<file path="src/rtl/rxetx_pkg.sv">
// Purpose: shared constants and types of the receive status / early transmit register group
// Assumes: 32-bit APB data, one aligned word per register
// Notes: byte address of a register is four times its index
package rxetx_pkg;

    // ==========================================
    // register indices and byte addresses
    // ==========================================
    localparam logic [7:0] RXETX_IDX_STATUS = 8'h04; // rx_frame_status index
    localparam logic [7:0] RXETX_IDX_COUNT = 8'h06; // rx_frame_byte_count index
    localparam logic [7:0] RXETX_IDX_EARLY = 8'h08; // early_tx_control index
    localparam logic [7:0] RXETX_IDX_CTRL = 8'h0C; // receive control and frame release
    localparam logic [7:0] RXETX_IDX_EVENT = 8'h0E; // sticky event status, write one to clear
    localparam logic [7:0] RXETX_IDX_MASK = 8'h10; // event mask
    localparam logic [9:0] RXETX_ADDR_STATUS = {RXETX_IDX_STATUS, 2'b00};
    localparam logic [9:0] RXETX_ADDR_COUNT = {RXETX_IDX_COUNT, 2'b00};
    localparam logic [9:0] RXETX_ADDR_EARLY = {RXETX_IDX_EARLY, 2'b00};
    localparam logic [9:0] RXETX_ADDR_CTRL = {RXETX_IDX_CTRL, 2'b00};
    localparam logic [9:0] RXETX_ADDR_EVENT = {RXETX_IDX_EVENT, 2'b00};
    localparam logic [9:0] RXETX_ADDR_MASK = {RXETX_IDX_MASK, 2'b00};

    // ==========================================
    // field positions
    // ==========================================
    localparam int RXETX_BIT_VALID = 15; // frame_valid_flag
    localparam int RXETX_BIT_EARLY_EN = 7; // early_send_enable
    localparam int RXETX_BIT_PASS_BAD = 9; // pass bad frames in control
    localparam int RXETX_BIT_RELEASE = 0; // release head frame in control
    localparam int RXETX_EV_RX = 0; // frame delivered to the head
    localparam int RXETX_EV_DROP = 1; // frame discarded
    localparam int RXETX_EV_TX = 2; // transmission started
    localparam int RXETX_NUM_EV = 3;

    // ==========================================
    // widths, limits and reset values
    // ==========================================
    localparam int RXETX_CNT_W = 11; // byte count width
    localparam int RXETX_THR_W = 5; // early_send_threshold width
    localparam int RXETX_THR_SHIFT = 6; // threshold unit of 64 bytes
    localparam logic [15:0] RXETX_TYPE_LIMIT = 16'h05DC; // 1500, above is a type
    localparam logic [10:0] RXETX_MAX_LEN = 11'h77C; // 1916 bytes
    localparam logic [4:0] RXETX_THR_RST = 5'h00;
    localparam logic RXETX_EN_RST = 1'b0;

    // ==========================================
    // carriers
    // ==========================================
    // frame summary from the receive mac at frame end
    typedef struct packed {
        logic da_broadcast; // all-ones destination
        logic da_group; // group bit of destination
        logic mii_error; // symbol error seen
        logic runt; // cut short in collision window
        logic crc_error; // checksum failed
        logic [15:0] len_type; // length/type field
        logic [10:0] byte_count; // stored byte count
    } rxetx_frame_t;

    // stored status word layout, low byte
    typedef struct packed {
        logic broadcast; // bit 7
        logic group; // bit 6
        logic individual; // bit 5
        logic mii_err; // bit 4
        logic eth_type; // bit 3
        logic oversize; // bit 2
        logic runt; // bit 1
        logic crc_err; // bit 0
    } rxetx_status_t;

endpackage : rxetx_pkg

</file>
<file path="src/rtl/rxetx_regs.sv">
// Purpose: receive head status, byte count and early transmit registers behind APB
// Assumes: one pclk domain; the receive mac presents one frame summary per rx_end pulse
// Notes: the head holds one frame until software releases it; pready answers one cycle late
`timescale 1ns/1ps

// Operation
// - frame valid set when head frame complete
// - frame valid clear when nothing pending
// - status register mirrors stored frame status
// - broadcast bit for broadcast destination
// - multicast bit for group, including broadcast
// - unicast bit for individual destination
// - mii error bit on symbol error
// - type bit when length/type exceeds 1500
// - oversize bit above 1916 bytes
// - oversize never truncates the frame
// - oversize delivered only with pass-bad
// - runt bit; delivered only with pass-bad
// - crc error bit; delivered only with pass-bad
// - eleven-bit byte count from stored word
// - early send only while enable set
// - threshold is five bits, 64-byte units
// - start when written bytes exceed threshold
module rxetx_regs
    import rxetx_pkg::*;
(
    // clock and reset
    input wire logic pclk,
    input wire logic presetn,
    // apb slave
    input wire logic psel,
    input wire logic penable,
    input wire logic pwrite,
    input wire logic [31:0] paddr,
    input wire logic [31:0] pwdata,
    output logic [31:0] prdata,
    output logic pready,
    output logic pslverr,
    // receive mac side
    input wire logic rx_end,
    input wire rxetx_frame_t rx_frame,
    output logic rx_head_busy,
    output logic rx_deliver,
    output logic rx_drop,
    // transmit side
    input wire logic tx_active,
    input wire logic [10:0] tx_bytes_written,
    input wire logic tx_frame_done,
    output logic tx_start,
    // interrupt
    output logic irq
);

    // ==========================================
    // apb access
    // ==========================================
    logic pready_q; // answer flag
    logic pready_d;
    logic pslverr_q; // unmapped address flag
    logic pslverr_d;
    logic [31:0] prdata_q; // read word
    logic [31:0] prdata_d;
    logic access; // access phase seen
    logic commit; // write takes effect now
    logic wr_status; // write to event status
    logic [31:0] rd_word; // decoded read value
    logic hit; // address is mapped

    // ==========================================
    // register state
    // ==========================================
    logic head_valid_q; // frame held at head
    logic head_valid_d;
    rxetx_status_t head_status_q; // stored status bits
    rxetx_status_t head_status_d;
    logic [10:0] head_count_q; // stored byte count
    logic [10:0] head_count_d;
    logic early_en_q; // early_send_enable
    logic early_en_d;
    logic [4:0] early_thr_q; // early_send_threshold
    logic [4:0] early_thr_d;
    logic pass_bad_q; // pass bad frames
    logic pass_bad_d;
    logic [RXETX_NUM_EV-1:0] ev_q; // sticky events
    logic [RXETX_NUM_EV-1:0] ev_d;
    logic [RXETX_NUM_EV-1:0] mask_q; // event mask
    logic [RXETX_NUM_EV-1:0] mask_d;
    logic [RXETX_NUM_EV-1:0] ev_set; // event pulses this cycle
    logic irq_q;
    logic irq_d;

    // ==========================================
    // receive and transmit state
    // ==========================================
    rxetx_status_t new_status; // status built at frame end
    logic new_bad; // frame has a bad-frame mark
    logic new_keep; // frame goes to the head
    logic release_req; // software releases head frame
    logic deliver_q;
    logic deliver_d;
    logic drop_q;
    logic drop_d;
    logic tx_start_q; // transmission started for this frame
    logic tx_start_d;
    logic [10:0] thr_bytes; // threshold in bytes

    // ==========================================
    // apb decode
    // ==========================================
    // read mux and address check
    always_comb
    begin
        access = psel && penable;
        rd_word = 32'h0000_0000;
        hit = 1'b1;
        case (paddr[9:0])
            RXETX_ADDR_STATUS:
            begin
                // valid flag plus stored low byte, rest zero
                rd_word[RXETX_BIT_VALID] = head_valid_q;
                rd_word[7:0] = head_valid_q ? head_status_q : 8'h00;
            end
            RXETX_ADDR_COUNT:
            begin
                rd_word[RXETX_CNT_W-1:0] = head_valid_q ? head_count_q : 11'h000;
            end
            RXETX_ADDR_EARLY:
            begin
                rd_word[RXETX_BIT_EARLY_EN] = early_en_q;
                rd_word[RXETX_THR_W-1:0] = early_thr_q;
            end
            RXETX_ADDR_CTRL:
            begin
                // release bit is self clearing, reads zero
                rd_word[RXETX_BIT_PASS_BAD] = pass_bad_q;
            end
            RXETX_ADDR_EVENT:
            begin
                rd_word[RXETX_NUM_EV-1:0] = ev_q;
            end
            RXETX_ADDR_MASK:
            begin
                rd_word[RXETX_NUM_EV-1:0] = mask_q;
            end
            default:
            begin
                // unmapped, reads zero and flags error
                hit = 1'b0;
            end
        endcase
        if (paddr[31:10] != 22'h000000)
        begin
            hit = 1'b0;
        end
        // write lands only in the answer cycle of a mapped address
        commit = access && pready_q && pwrite && hit;
        wr_status = commit && (paddr[9:0] == RXETX_ADDR_EVENT);
        release_req = commit && (paddr[9:0] == RXETX_ADDR_CTRL) && pwdata[RXETX_BIT_RELEASE];
    end

    // next values of the bus answer
    always_comb
    begin
        pready_d = 1'b0;
        pslverr_d = 1'b0;
        prdata_d = prdata_q;
        if (access && !pready_q)
        begin
            // answer in the second access cycle
            pready_d = 1'b1;
            pslverr_d = !hit;
            prdata_d = (hit && !pwrite) ? rd_word : 32'h0000_0000;
        end
    end

    // bus answer registers
    always_ff @(posedge pclk or negedge presetn)
    begin
        if (!presetn)
        begin
            pready_q <= 1'b0;
            pslverr_q <= 1'b0;
            prdata_q <= 32'h0000_0000;
        end
        else
        begin
            pready_q <= pready_d;
            pslverr_q <= pslverr_d;
            prdata_q <= prdata_d;
        end
    end

    // ==========================================
    // software-written control
    // ==========================================
    // writes land only on writable fields
    always_comb
    begin
        early_en_d = early_en_q;
        early_thr_d = early_thr_q;
        pass_bad_d = pass_bad_q;
        mask_d = mask_q;
        if (commit && (paddr[9:0] == RXETX_ADDR_EARLY))
        begin
            early_en_d = pwdata[RXETX_BIT_EARLY_EN];
            early_thr_d = pwdata[RXETX_THR_W-1:0];
        end
        if (commit && (paddr[9:0] == RXETX_ADDR_CTRL))
        begin
            pass_bad_d = pwdata[RXETX_BIT_PASS_BAD];
        end
        if (commit && (paddr[9:0] == RXETX_ADDR_MASK))
        begin
            mask_d = pwdata[RXETX_NUM_EV-1:0];
        end
    end

    // control registers
    always_ff @(posedge pclk or negedge presetn)
    begin
        if (!presetn)
        begin
            early_en_q <= RXETX_EN_RST;
            early_thr_q <= RXETX_THR_RST;
            pass_bad_q <= 1'b0;
            mask_q <= '0;
        end
        else
        begin
            early_en_q <= early_en_d;
            early_thr_q <= early_thr_d;
            pass_bad_q <= pass_bad_d;
            mask_q <= mask_d;
        end
    end

    // ==========================================
    // receive head
    // ==========================================
    // build the status word of the ending frame
    always_comb
    begin
        new_status.broadcast = rx_frame.da_broadcast;
        new_status.group = rx_frame.da_group || rx_frame.da_broadcast;
        new_status.individual = !rx_frame.da_group && !rx_frame.da_broadcast;
        new_status.mii_err = rx_frame.mii_error;
        new_status.eth_type = rx_frame.len_type > RXETX_TYPE_LIMIT;
        new_status.oversize = rx_frame.byte_count > RXETX_MAX_LEN;
        new_status.runt = rx_frame.runt;
        new_status.crc_err = rx_frame.crc_error;
        // bad frames pass only when software allows it
        new_bad = new_status.oversize || new_status.runt || new_status.crc_err;
        new_keep = !new_bad || pass_bad_q;
    end

    // head update, release and frame end
    always_comb
    begin
        head_valid_d = head_valid_q;
        head_status_d = head_status_q;
        head_count_d = head_count_q;
        deliver_d = 1'b0;
        drop_d = 1'b0;
        if (release_req)
        begin
            // head freed, valid falls until next frame
            head_valid_d = 1'b0;
        end
        if (rx_end)
        begin
            if (new_keep && !head_valid_q)
            begin
                // valid only once the whole frame is in
                head_valid_d = 1'b1;
                head_status_d = new_status;
                head_count_d = rx_frame.byte_count;
                deliver_d = 1'b1;
            end
            else
            begin
                // discarded, or head still occupied
                drop_d = 1'b1;
            end
        end
    end

    // head registers
    always_ff @(posedge pclk or negedge presetn)
    begin
        if (!presetn)
        begin
            head_valid_q <= 1'b0;
            head_status_q <= '0;
            head_count_q <= 11'h000;
            deliver_q <= 1'b0;
            drop_q <= 1'b0;
        end
        else
        begin
            head_valid_q <= head_valid_d;
            head_status_q <= head_status_d;
            head_count_q <= head_count_d;
            deliver_q <= deliver_d;
            drop_q <= drop_d;
        end
    end

    // ==========================================
    // early transmit
    // ==========================================
    // start early past threshold, else at frame done
    always_comb
    begin
        thr_bytes = {early_thr_q, {RXETX_THR_SHIFT{1'b0}}};
        tx_start_d = tx_start_q;
        if (!tx_active)
        begin
            // idle between frames
            tx_start_d = 1'b0;
        end
        else if (early_en_q && (tx_bytes_written > thr_bytes))
        begin
            // zero threshold is left to the host to avoid
            tx_start_d = 1'b1;
        end
        else if (tx_frame_done)
        begin
            // normal transmission after whole frame written
            tx_start_d = 1'b1;
        end
    end

    // transmit start register
    always_ff @(posedge pclk or negedge presetn)
    begin
        if (!presetn)
        begin
            tx_start_q <= 1'b0;
        end
        else
        begin
            tx_start_q <= tx_start_d;
        end
    end

    // ==========================================
    // events and interrupt
    // ==========================================
    // sticky bits, set wins over write-one clear
    always_comb
    begin
        ev_set = '0;
        ev_set[RXETX_EV_RX] = deliver_d;
        ev_set[RXETX_EV_DROP] = drop_d;
        ev_set[RXETX_EV_TX] = tx_start_d && !tx_start_q;
        ev_d = ev_q;
        if (wr_status)
        begin
            ev_d = ev_q & ~pwdata[RXETX_NUM_EV-1:0];
        end
        ev_d = ev_d | ev_set;
        irq_d = |(ev_d & mask_d);
    end

    // event and interrupt registers
    always_ff @(posedge pclk or negedge presetn)
    begin
        if (!presetn)
        begin
            ev_q <= '0;
            irq_q <= 1'b0;
        end
        else
        begin
            ev_q <= ev_d;
            irq_q <= irq_d;
        end
    end

    // ==========================================
    // outputs
    // ==========================================
    assign prdata = prdata_q;
    assign pready = pready_q;
    assign pslverr = pslverr_q;
    assign rx_head_busy = head_valid_q;
    assign rx_deliver = deliver_q;
    assign rx_drop = drop_q;
    assign tx_start = tx_start_q;
    assign irq = irq_q;

endmodule : rxetx_regs

</file>
<file path="config.mk">
export PLATFORM = sky130hd
export DESIGN_NAME = rxetx_regs
export DESIGN_NICKNAME = d
export VERILOG_FILES = /design/src/rtl/rxetx_pkg.sv /design/src/rtl/rxetx_regs.sv
export SDC_FILE = /design/constraint.sdc
export NUM_CORES = 1
export LEC_CHECK = 0
export BUFFER_PORTS_ARGS = -buffer_cell sky130_fd_sc_hd__buf_4
export CORE_MARGIN = 3
export CORE_UTILIZATION = 48
export DETAILED_ROUTE_END_ITERATION = 7
export HOLD_SLACK_MARGIN = 0.06
export PLACE_DENSITY_LB_ADDON = 0.15
export SYNTH_ARGS = -nofsm -noshare
export SYNTH_HDL_FRONTEND = slang
export SYNTH_SLANG_ARGS = --single-unit
</file>
<file path="constraint.sdc">
create_clock -name pclk -period 2.8 [get_ports pclk]
set_input_delay 0.56 -clock pclk [delete_from_list [all_inputs] [get_ports pclk]]
set_output_delay 0.56 -clock pclk [all_outputs]
set_load 0.01 [all_outputs]
</file>
==> results.md, run 1 <==
- Kind of start point of the critical path: input pin
- Crit path required time: 2.99 ns
- Post-Route Skew: 0.00667 ns
- Mapped Avg Cell Area: 9.63 um^2
- Largest net degree at the start of global routing: 52
- Number of synthesized flops with an enable pin: 0
- Max-capacitance violation count: 0
- Cell area after synthesis: 2720 um^2
- Leading area contributor after synthesis: sky130_fd_sc_hd__dfrtp_1
- Status: finished, final reports clean
- Register bit count reported by yosys: 51
- Tightest Pin Transition: 0.654 ns
- Final Hold Viols: 0
- Post-route setup slack: 0.552 ns
- Area share of the largest cell type after synthesis: 47.0%
- Net Sw Power: 0.000476 W
- Cell internal pwr: 0.00121 W
- Per-cell via count in the routed design: 5.22
- Max-slew violations: 0
- XOR/XNOR Fraction of Synth Area: 0.322%
- Routed wire per std cell: 14.1 um
- Initial Util: 51.2%
- Core Box Area: 5300 um^2
- Power per unit of standard cell area: 463 nW/um^2
- Synthesized-area fraction occupied by and/or/nand/nor cells: 26.1%
- Fraction of the mapped netlist area in compound gates: 11.2%
- Pre-Repair DR Iteration Count: 5
- Proportion of synthesized chip area in sequential cells: 47.0%
- Worst vdd ir: 0.327 mV
- Post-route DRC violation count: 0
- CP Capture Type: flip-flop
- Clock latency on the worst-skew pair: 0.31 ns
- Largest family of logic cells by synthesized area: simple AND/OR/NAND/NOR gates
- Area growth, synth to finish: 34.4%
- Mux share of post-synthesis cell area: 4.88%
- Port buffer count: 108
- Max-slew headroom at the worst pin: 56.4%
- Unrepaired setup endpoints after global routing: false
- Number of global-route vias before repair: 2364
- Switch share: 28.2%
- Portion of total power attributed to sequential cells: 56.0%
- Total leakage power: 1.86 nW
- Chip Height: 81.2 um
- Setup TNS: 0 ns
- Clock transition at path regs: 0.08 ns
- Number of buffers added for setup after CTS: 0
- Total clock sinks: 51
- Combinational fraction of design power: 19.8%
- Nets@finish: 518
- Floorplan die area: 6600 um^2
- H-tree depth reported by CTS: 2
- Total congestion overflow after global routing: 0
- Library cells used by synthesis: 47
- Vias after detailed routing: 2441
- Post-route clock period utilization: 80.3%
- Number of instances in the synthesized netlist: 282
- Maximum clock rate: 445 MHz
- Hpwl dp: 5300 um
- CTS tree: done
- Drt total wl: 6610 um
- Overall track demand over capacity in global routing: 21.0%
- Resized Gates After CTS: 0
- Width of the die: 81.2 um
- Maximum clock insertion buffer count: 2
- Endpoint arrival time on the critical path: 2.44 ns
- Min cycle time layout: 2.25 ns
- Antenna cells: 0
- Maximum fanout along the worst path: 4
- Number of routed nets with antenna violations: 0
- Cell types occupying the most area after synthesis: sky130_fd_sc_hd__dfrtp_1 47%, sky130_fd_sc_hd__nand2_1 9.5%, sky130_fd_sc_hd__buf_4 5.5%, sky130_fd_sc_hd__mux2_2 4.1%, sky130_fd_sc_hd__a22o_1 2.9%
- Weighted congestion reported at the end of routability-driven placement: 0.838
- Site row count: 26
- Number of antenna violations at the first check in global routing: 0
- Number of placed I/O pins: 154
- Worst hold-check path type: input pin to async pin
- First-pass GRT wire length: 10600 um
- Setup-failing EPs final: 0
- Post-CTS Hold Fix Bufs: 0
- Setup slack at placement: 0.229 ns
- Async SR Flop Fraction: 100%
- Number of violations reported at the end of detailed-routing iteration 0: 130
- Number of warning messages in the yosys log: 0
- Ratio of cells with drive above 1 in the final layout: 35.9%
- Primary FF master, synth: sky130_fd_sc_hd__dfrtp_1
- Inserted Clock Buffers: 5
- Setup CP Type: input pin to flip-flop
- Clock share of power: 24.2%
- Adder-cell share of the synthesized area: 2.30%
- Root Buffer Master: sky130_fd_sc_hd__clkbuf_8
## worst max-delay path, stage by stage
cell                      delay, ns
sky130_fd_sc_hd__buf_4         0.11
sky130_fd_sc_hd__nor4_1        0.28
sky130_fd_sc_hd__nand4_1       0.28
sky130_fd_sc_hd__nor3_1        0.36
sky130_fd_sc_hd__buf_4         0.18
sky130_fd_sc_hd__mux2_2        0.34
sky130_fd_sc_hd__a221o_1       0.33
## cells in the final DEF, fill, tap and decap left out, types with 2 or more instances in the layout
cell type / instances
sky130_fd_sc_hd__a21o_1: 4
sky130_fd_sc_hd__a21oi_1: 4
sky130_fd_sc_hd__a222oi_1: 4
sky130_fd_sc_hd__a22o_1: 9
sky130_fd_sc_hd__a22oi_1: 2
sky130_fd_sc_hd__and2_1: 2
sky130_fd_sc_hd__and4_1: 2
sky130_fd_sc_hd__buf_4: 117
sky130_fd_sc_hd__clkbuf_8: 5
sky130_fd_sc_hd__conb_1: 20
sky130_fd_sc_hd__dfrtp_1: 51
sky130_fd_sc_hd__ha_1: 5
sky130_fd_sc_hd__inv_1: 9
sky130_fd_sc_hd__mux2_2: 10
sky130_fd_sc_hd__mux2i_1: 2
sky130_fd_sc_hd__nand2_1: 69
sky130_fd_sc_hd__nand3_1: 11
sky130_fd_sc_hd__nand4_1: 5
sky130_fd_sc_hd__nor2_1: 14
sky130_fd_sc_hd__nor2b_1: 3
sky130_fd_sc_hd__nor3_1: 7
sky130_fd_sc_hd__nor3b_1: 2
sky130_fd_sc_hd__nor3b_2: 2
sky130_fd_sc_hd__nor4_1: 6
sky130_fd_sc_hd__nor4b_4: 2
sky130_fd_sc_hd__o21ai_0: 11
## cell type report
| type | instances | area, um^2 |
|---|---|---|
| clock buffer | 5 | 68.8 |
| timing repair buffer | 117 | 878 |
| sequential | 51 | 1280 |
| clock inverter | 2 | 13.8 |
| multi-input combinational | 214 | 1290 |
| tap | 70 | 87.6 |
| fill | 433 | 1650 |
| inverter | 9 | 33.8 |
## metal layers
layer | routed length (um) | share of wire [%] | global-route usage [%] | vias to the layer above
met5 | 0 | 0 | 0 | -
met4 | 58 | 0.88 | 5.07 | 0
met3 | 433 | 6.6 | 4.99 | 6
met2 | 3390 | 51 | 37.5 | 90
met1 | 2730 | 41 | 25.6 | 1157
li1 | - | - | - | 1188
## final timing paths
path	slack (ns)	endpoint	start	cells after the start
hold / removal	0.27	early_thr_q[2]$_DFFE_PN0P_	presetn	1
min in group pclk	0.44	head_count_q[4]$_DFFE_PN0P_	rx_frame[4]	3
setup reg to reg	0.88	irq$_DFF_PN0_	pready$_DFF_PN0_	6
setup / recovery	0.55	irq$_DFF_PN0_	paddr[13]	7
max in group asynchronous	2.08	pslverr$_DFF_PN0_	presetn	1
hold reg to reg	0.49	head_status_q[7]$_DFFE_PN0P_	head_status_q[7]$_DFFE_PN0P_	2
## registers in the layout, summed over array words and instances (netlist names), 3 cells and up
name           cells
early_thr_q        5
mask_q             3
prdata            12
head_status_q      8
head_count_q      11
ev_q               3
## per-stage QoR
stage	power (W)	util [%]	hold WS (ns)	std cells	cell area (um^2)
6_report	0.00169	68.9	0.272	468	3650
5_1_grt	0.00180	68.9	0.326	468	3650
4_1_cts	0.00170	68.9	0.290	468	3650
3_5_place_dp	0.00130	67.3	0.462	461	3570
3_3_place_gp	0.00128	67.3	0.458	461	3570
2_1_floorplan	0.00114	-	0.264	301	2790
## power by group through the flow
stage / sequential [W] / clock [W] / combinational, W
6_report: 0.000945 / 0.000409 / 0.000335
5_1_grt: 0.000966 / 0.000445 / 0.000388
4_1_cts: 0.000946 / 0.000415 / 0.000338
3_5_place_dp: 0.000961 / 0 / 0.000336
3_3_place_gp: 0.000958 / 0 / 0.000324
2_1_floorplan: 0.000945 / 0 / 0.000190
## synthesized netlist by cell type, types with 2 or more instances
cell	number
sky130_fd_sc_hd__nor2b_1	3
sky130_fd_sc_hd__nor2_1	14
sky130_fd_sc_hd__dfrtp_1	51
sky130_fd_sc_hd__and4_1	2
sky130_fd_sc_hd__nor3b_2	2
sky130_fd_sc_hd__nor4b_4	2
sky130_fd_sc_hd__clkbuf_1	4
sky130_fd_sc_hd__and2_1	2
sky130_fd_sc_hd__a22o_1	9
sky130_fd_sc_hd__nand2_1	69
sky130_fd_sc_hd__mux2_2	10
sky130_fd_sc_hd__a21o_1	4
sky130_fd_sc_hd__nor3_1	7
sky130_fd_sc_hd__o21ai_0	11
sky130_fd_sc_hd__nor3b_1	2
sky130_fd_sc_hd__mux2i_1	2
sky130_fd_sc_hd__inv_1	9
sky130_fd_sc_hd__nand4_1	5
sky130_fd_sc_hd__a21oi_1	4
sky130_fd_sc_hd__ha_1	5
sky130_fd_sc_hd__a22oi_1	2
sky130_fd_sc_hd__a222oi_1	4
sky130_fd_sc_hd__nor4_1	6
sky130_fd_sc_hd__buf_4	20
sky130_fd_sc_hd__nand3_1	11
## cells by family after synthesis
kind of cell / count (synthesis)
mux: 12
fa+ha+maj: 5
compound gates: 42
buf+inv: 36
other cells: 1
flops: 51
xor+xnor: 1
simple gates: 134
Note: power is estimated with default switching activity, not from simulation.
==> run 2, diff against run 1 <==
--- a/config.mk
+++ b/config.mk
@@ -7,7 +7,7 @@
 export LEC_CHECK = 0
 export BUFFER_PORTS_ARGS = -buffer_cell sky130_fd_sc_hd__buf_4
 export CORE_MARGIN = 3
-export CORE_UTILIZATION = 48
+export CORE_UTILIZATION = 44
 export DETAILED_ROUTE_END_ITERATION = 7
 export HOLD_SLACK_MARGIN = 0.06
 export PLACE_DENSITY_LB_ADDON = 0.15
==> constraint.sdc (replaced) <==
create_clock -name pclk -period 2.09 [get_ports pclk]
set_input_delay 0.418 -clock pclk [delete_from_list [all_inputs] [get_ports pclk]]
set_output_delay 0.418 -clock pclk [all_outputs]
set_load 0.01 [all_outputs]
==> run 2 against run 1 <==
  * Power rose by 47%
  * Wire length up 10%
  * Global-route usage decreased by 0.78 points
  * Largest cell class unchanged
  * Largest power group unchanged
==> results.md, run 2 (synthesis gave the netlist of run 1 again) <==
- Tightest Pin Transition: 0.643 ns
- Clock transition at path regs: 0.10 ns
- Largest net degree at the start of global routing: 52
- Port buffer count: 108
- Hpwl dp: 5690 um
- Crit path required time: 2.30 ns
- Setup slack at placement: -0.312 ns
- Number of routed nets with antenna violations: 0
- Most frequent cells in the layout: 130 x sky130_fd_sc_hd__buf_4, 69 x sky130_fd_sc_hd__nand2_1, 51 x sky130_fd_sc_hd__dfrtp_1
- Switch share: 27.3%
- Post-route DRC violation count: 0
- Leading cell type in the layout, fill and taps excluded: sky130_fd_sc_hd__buf_4
- Post-route clock period utilization: 94.6%
- Portion of total power attributed to sequential cells: 51.3%
- Setup-failing EPs final: 0
- Status: finished, final reports clean
- Area growth, synth to finish: 44.6%
- Initial Util: 47.3%
- Width of the die: 84.6 um
- Clock latency on the worst-skew pair: 0.31 ns
- Total clock sinks: 51
- Post-route setup slack: 0.113 ns
- Inserted Clock Buffers: 5
- Worst reg2reg path depth: 8
- Filler Cell Count: 472
- Routed wire per std cell: 14.9 um
- Post-CTS Hold Fix Bufs: 0
- Post-route standard cell area excluding fillers: 3930 um^2
- Combinational fraction of design power: 19.3%
- Setup TNS: 0 ns
- Cell internal pwr: 0.00180 W
- Kind of start point of the critical path: input pin
- Largest register FFs: 12
- CP cell instances: buf_4, nor4_1, nand4_2, buf_4, nor4b_4, nand3_1, a21o_1, a221o_1
- Post-Route Skew: 0.00822 ns
- Cell area after placement: 3710 um^2
- Root Buffer Master: sky130_fd_sc_hd__clkbuf_8
- Net Sw Power: 0.000677 W
- Final Hold Viols: 0
- Worst vdd ir: 0.380 mV
- Max-slew violations: 0
- Site row count: 27
- Number of global-route vias before repair: 2499
- Ratio of cells with drive above 1 in the final layout: 40.0%
- R2R setup slack: 0.20 ns
- H-tree depth reported by CTS: 2
- Setup CP Type: input pin to flip-flop
- Floorplan die area: 7150 um^2
- Min cycle time layout: 1.98 ns
- Core Box Area: 5740 um^2
- Chip Height: 84.6 um
- CTS tree: done
- First-pass GRT wire length: 11700 um
- Maximum fanout along the worst path: 4
- Power per unit of standard cell area: 632 nW/um^2
- Number of antenna violations at the first check in global routing: 0
- Drt total wl: 7280 um
- Final core occ: 68.4%
- Weighted congestion reported at the end of routability-driven placement: 0.893
- Max-capacitance violation count: 0
- Number of placed I/O pins: 154
- CP Capture Type: flip-flop
- Total leakage power: 2.01 nW
- Maximum clock insertion buffer count: 2
- Max-slew headroom at the worst pin: 57.1%
- Nets@finish: 536
- Worst hold-check path type: input pin to async pin
- Most repeated library cell on the critical path: sky130_fd_sc_hd__buf_4
- Total congestion overflow after global routing: 0
- Antenna cells: 0
- Pre-Repair DR Iteration Count: 4
- Per-cell via count in the routed design: 5.17
- Cell with the largest stage delay on the worst path: sky130_fd_sc_hd__nor4_1
- Clock share of power: 29.4%
- Maximum clock rate: 506 MHz
- Endpoint arrival time on the critical path: 2.18 ns
- Critical path's largest stage delay: 0.35 ns
- Number of violations reported at the end of detailed-routing iteration 0: 115
- Overall track demand over capacity in global routing: 20.3%
- Vias after detailed routing: 2526
run 2: cell types whose count changed in the layout (fill, tap and decap cells not counted), moves of 4 or more:
cell | before | now
sky130_fd_sc_hd__buf_4 | 117 | 130
sky130_fd_sc_hd__nor4_4 | 1 | 5
sky130_fd_sc_hd__nor4_1 | 6 | 2
sky130_fd_sc_hd__buf_6 | 0 | 5
run 2: area by class of cell:
type	count	area [um^2]	area share [%]
timing repair buffer	135	1030	26.3
clock buffer	6	82.6	2.10
inverter	9	33.8	0.860
clock inverter	2	38.8	0.988
sequential	51	1280	32.5
multi-input combinational	214	1370	35.0
tap	72	90.1	2.29
run 2: worst paths after layout:
kind                                              from                            to
min                                            presetn             pslverr$_DFF_PN0_
min in group pclk                         rx_frame[29]  head_status_q[4]$_DFFE_PN0P_
max in group asynchronous                      presetn    early_thr_q[4]$_DFFE_PN0P_
min reg2reg                head_count_q[5]$_DFFE_PN0P_   head_count_q[5]$_DFFE_PN0P_
max reg2reg                 early_thr_q[2]$_DFFE_PN0P_                 irq$_DFF_PN0_
max                                          paddr[17]                 irq$_DFF_PN0_
run 2: power groups by stage:
stage | sequential (W) | clock [W] | combinational, W
CTS | 0.00127 | 0.000745 | 0.000466
floorplan | 0.00127 | 0 | 0.000255
detailed placement | 0.00129 | 0 | 0.000462
finish | 0.00127 | 0.000730 | 0.000479
global placement | 0.00129 | 0 | 0.000447
global route | 0.00131 | 0.000777 | 0.000547
run 2: critical path, delay by kind of cell:
family	cells	cell delay (ns)
simple gates	4	0.98
compound gates	2	0.49
buf+inv	2	0.29
run 2: per-layer routing:
| metal | GRT usage (%) | share of wire (%) |
|---|---|---|
| met2 | 35.2 | 51 |
| met1 | 25.2 | 40 |
| met5 | 0 | 0 |
| met4 | 6.62 | 2.0 |
| met3 | 3.93 | 6.9 |
run 2: timing repair:
item,CTS,global route
buffers inserted,0,2
setup endpoints to repair,0,18
gates resized for setup,0,14
run 2: stage by stage:
step                      instances  hold WS, ns  power (W)
after floorplan                 301        0.122    0.00152
after global placement          479        0.458    0.00173
after detailed placement        479        0.467    0.00175
after CTS                       487        0.140    0.00248
after global routing            489        0.164    0.00263
final                           489        0.104    0.00248
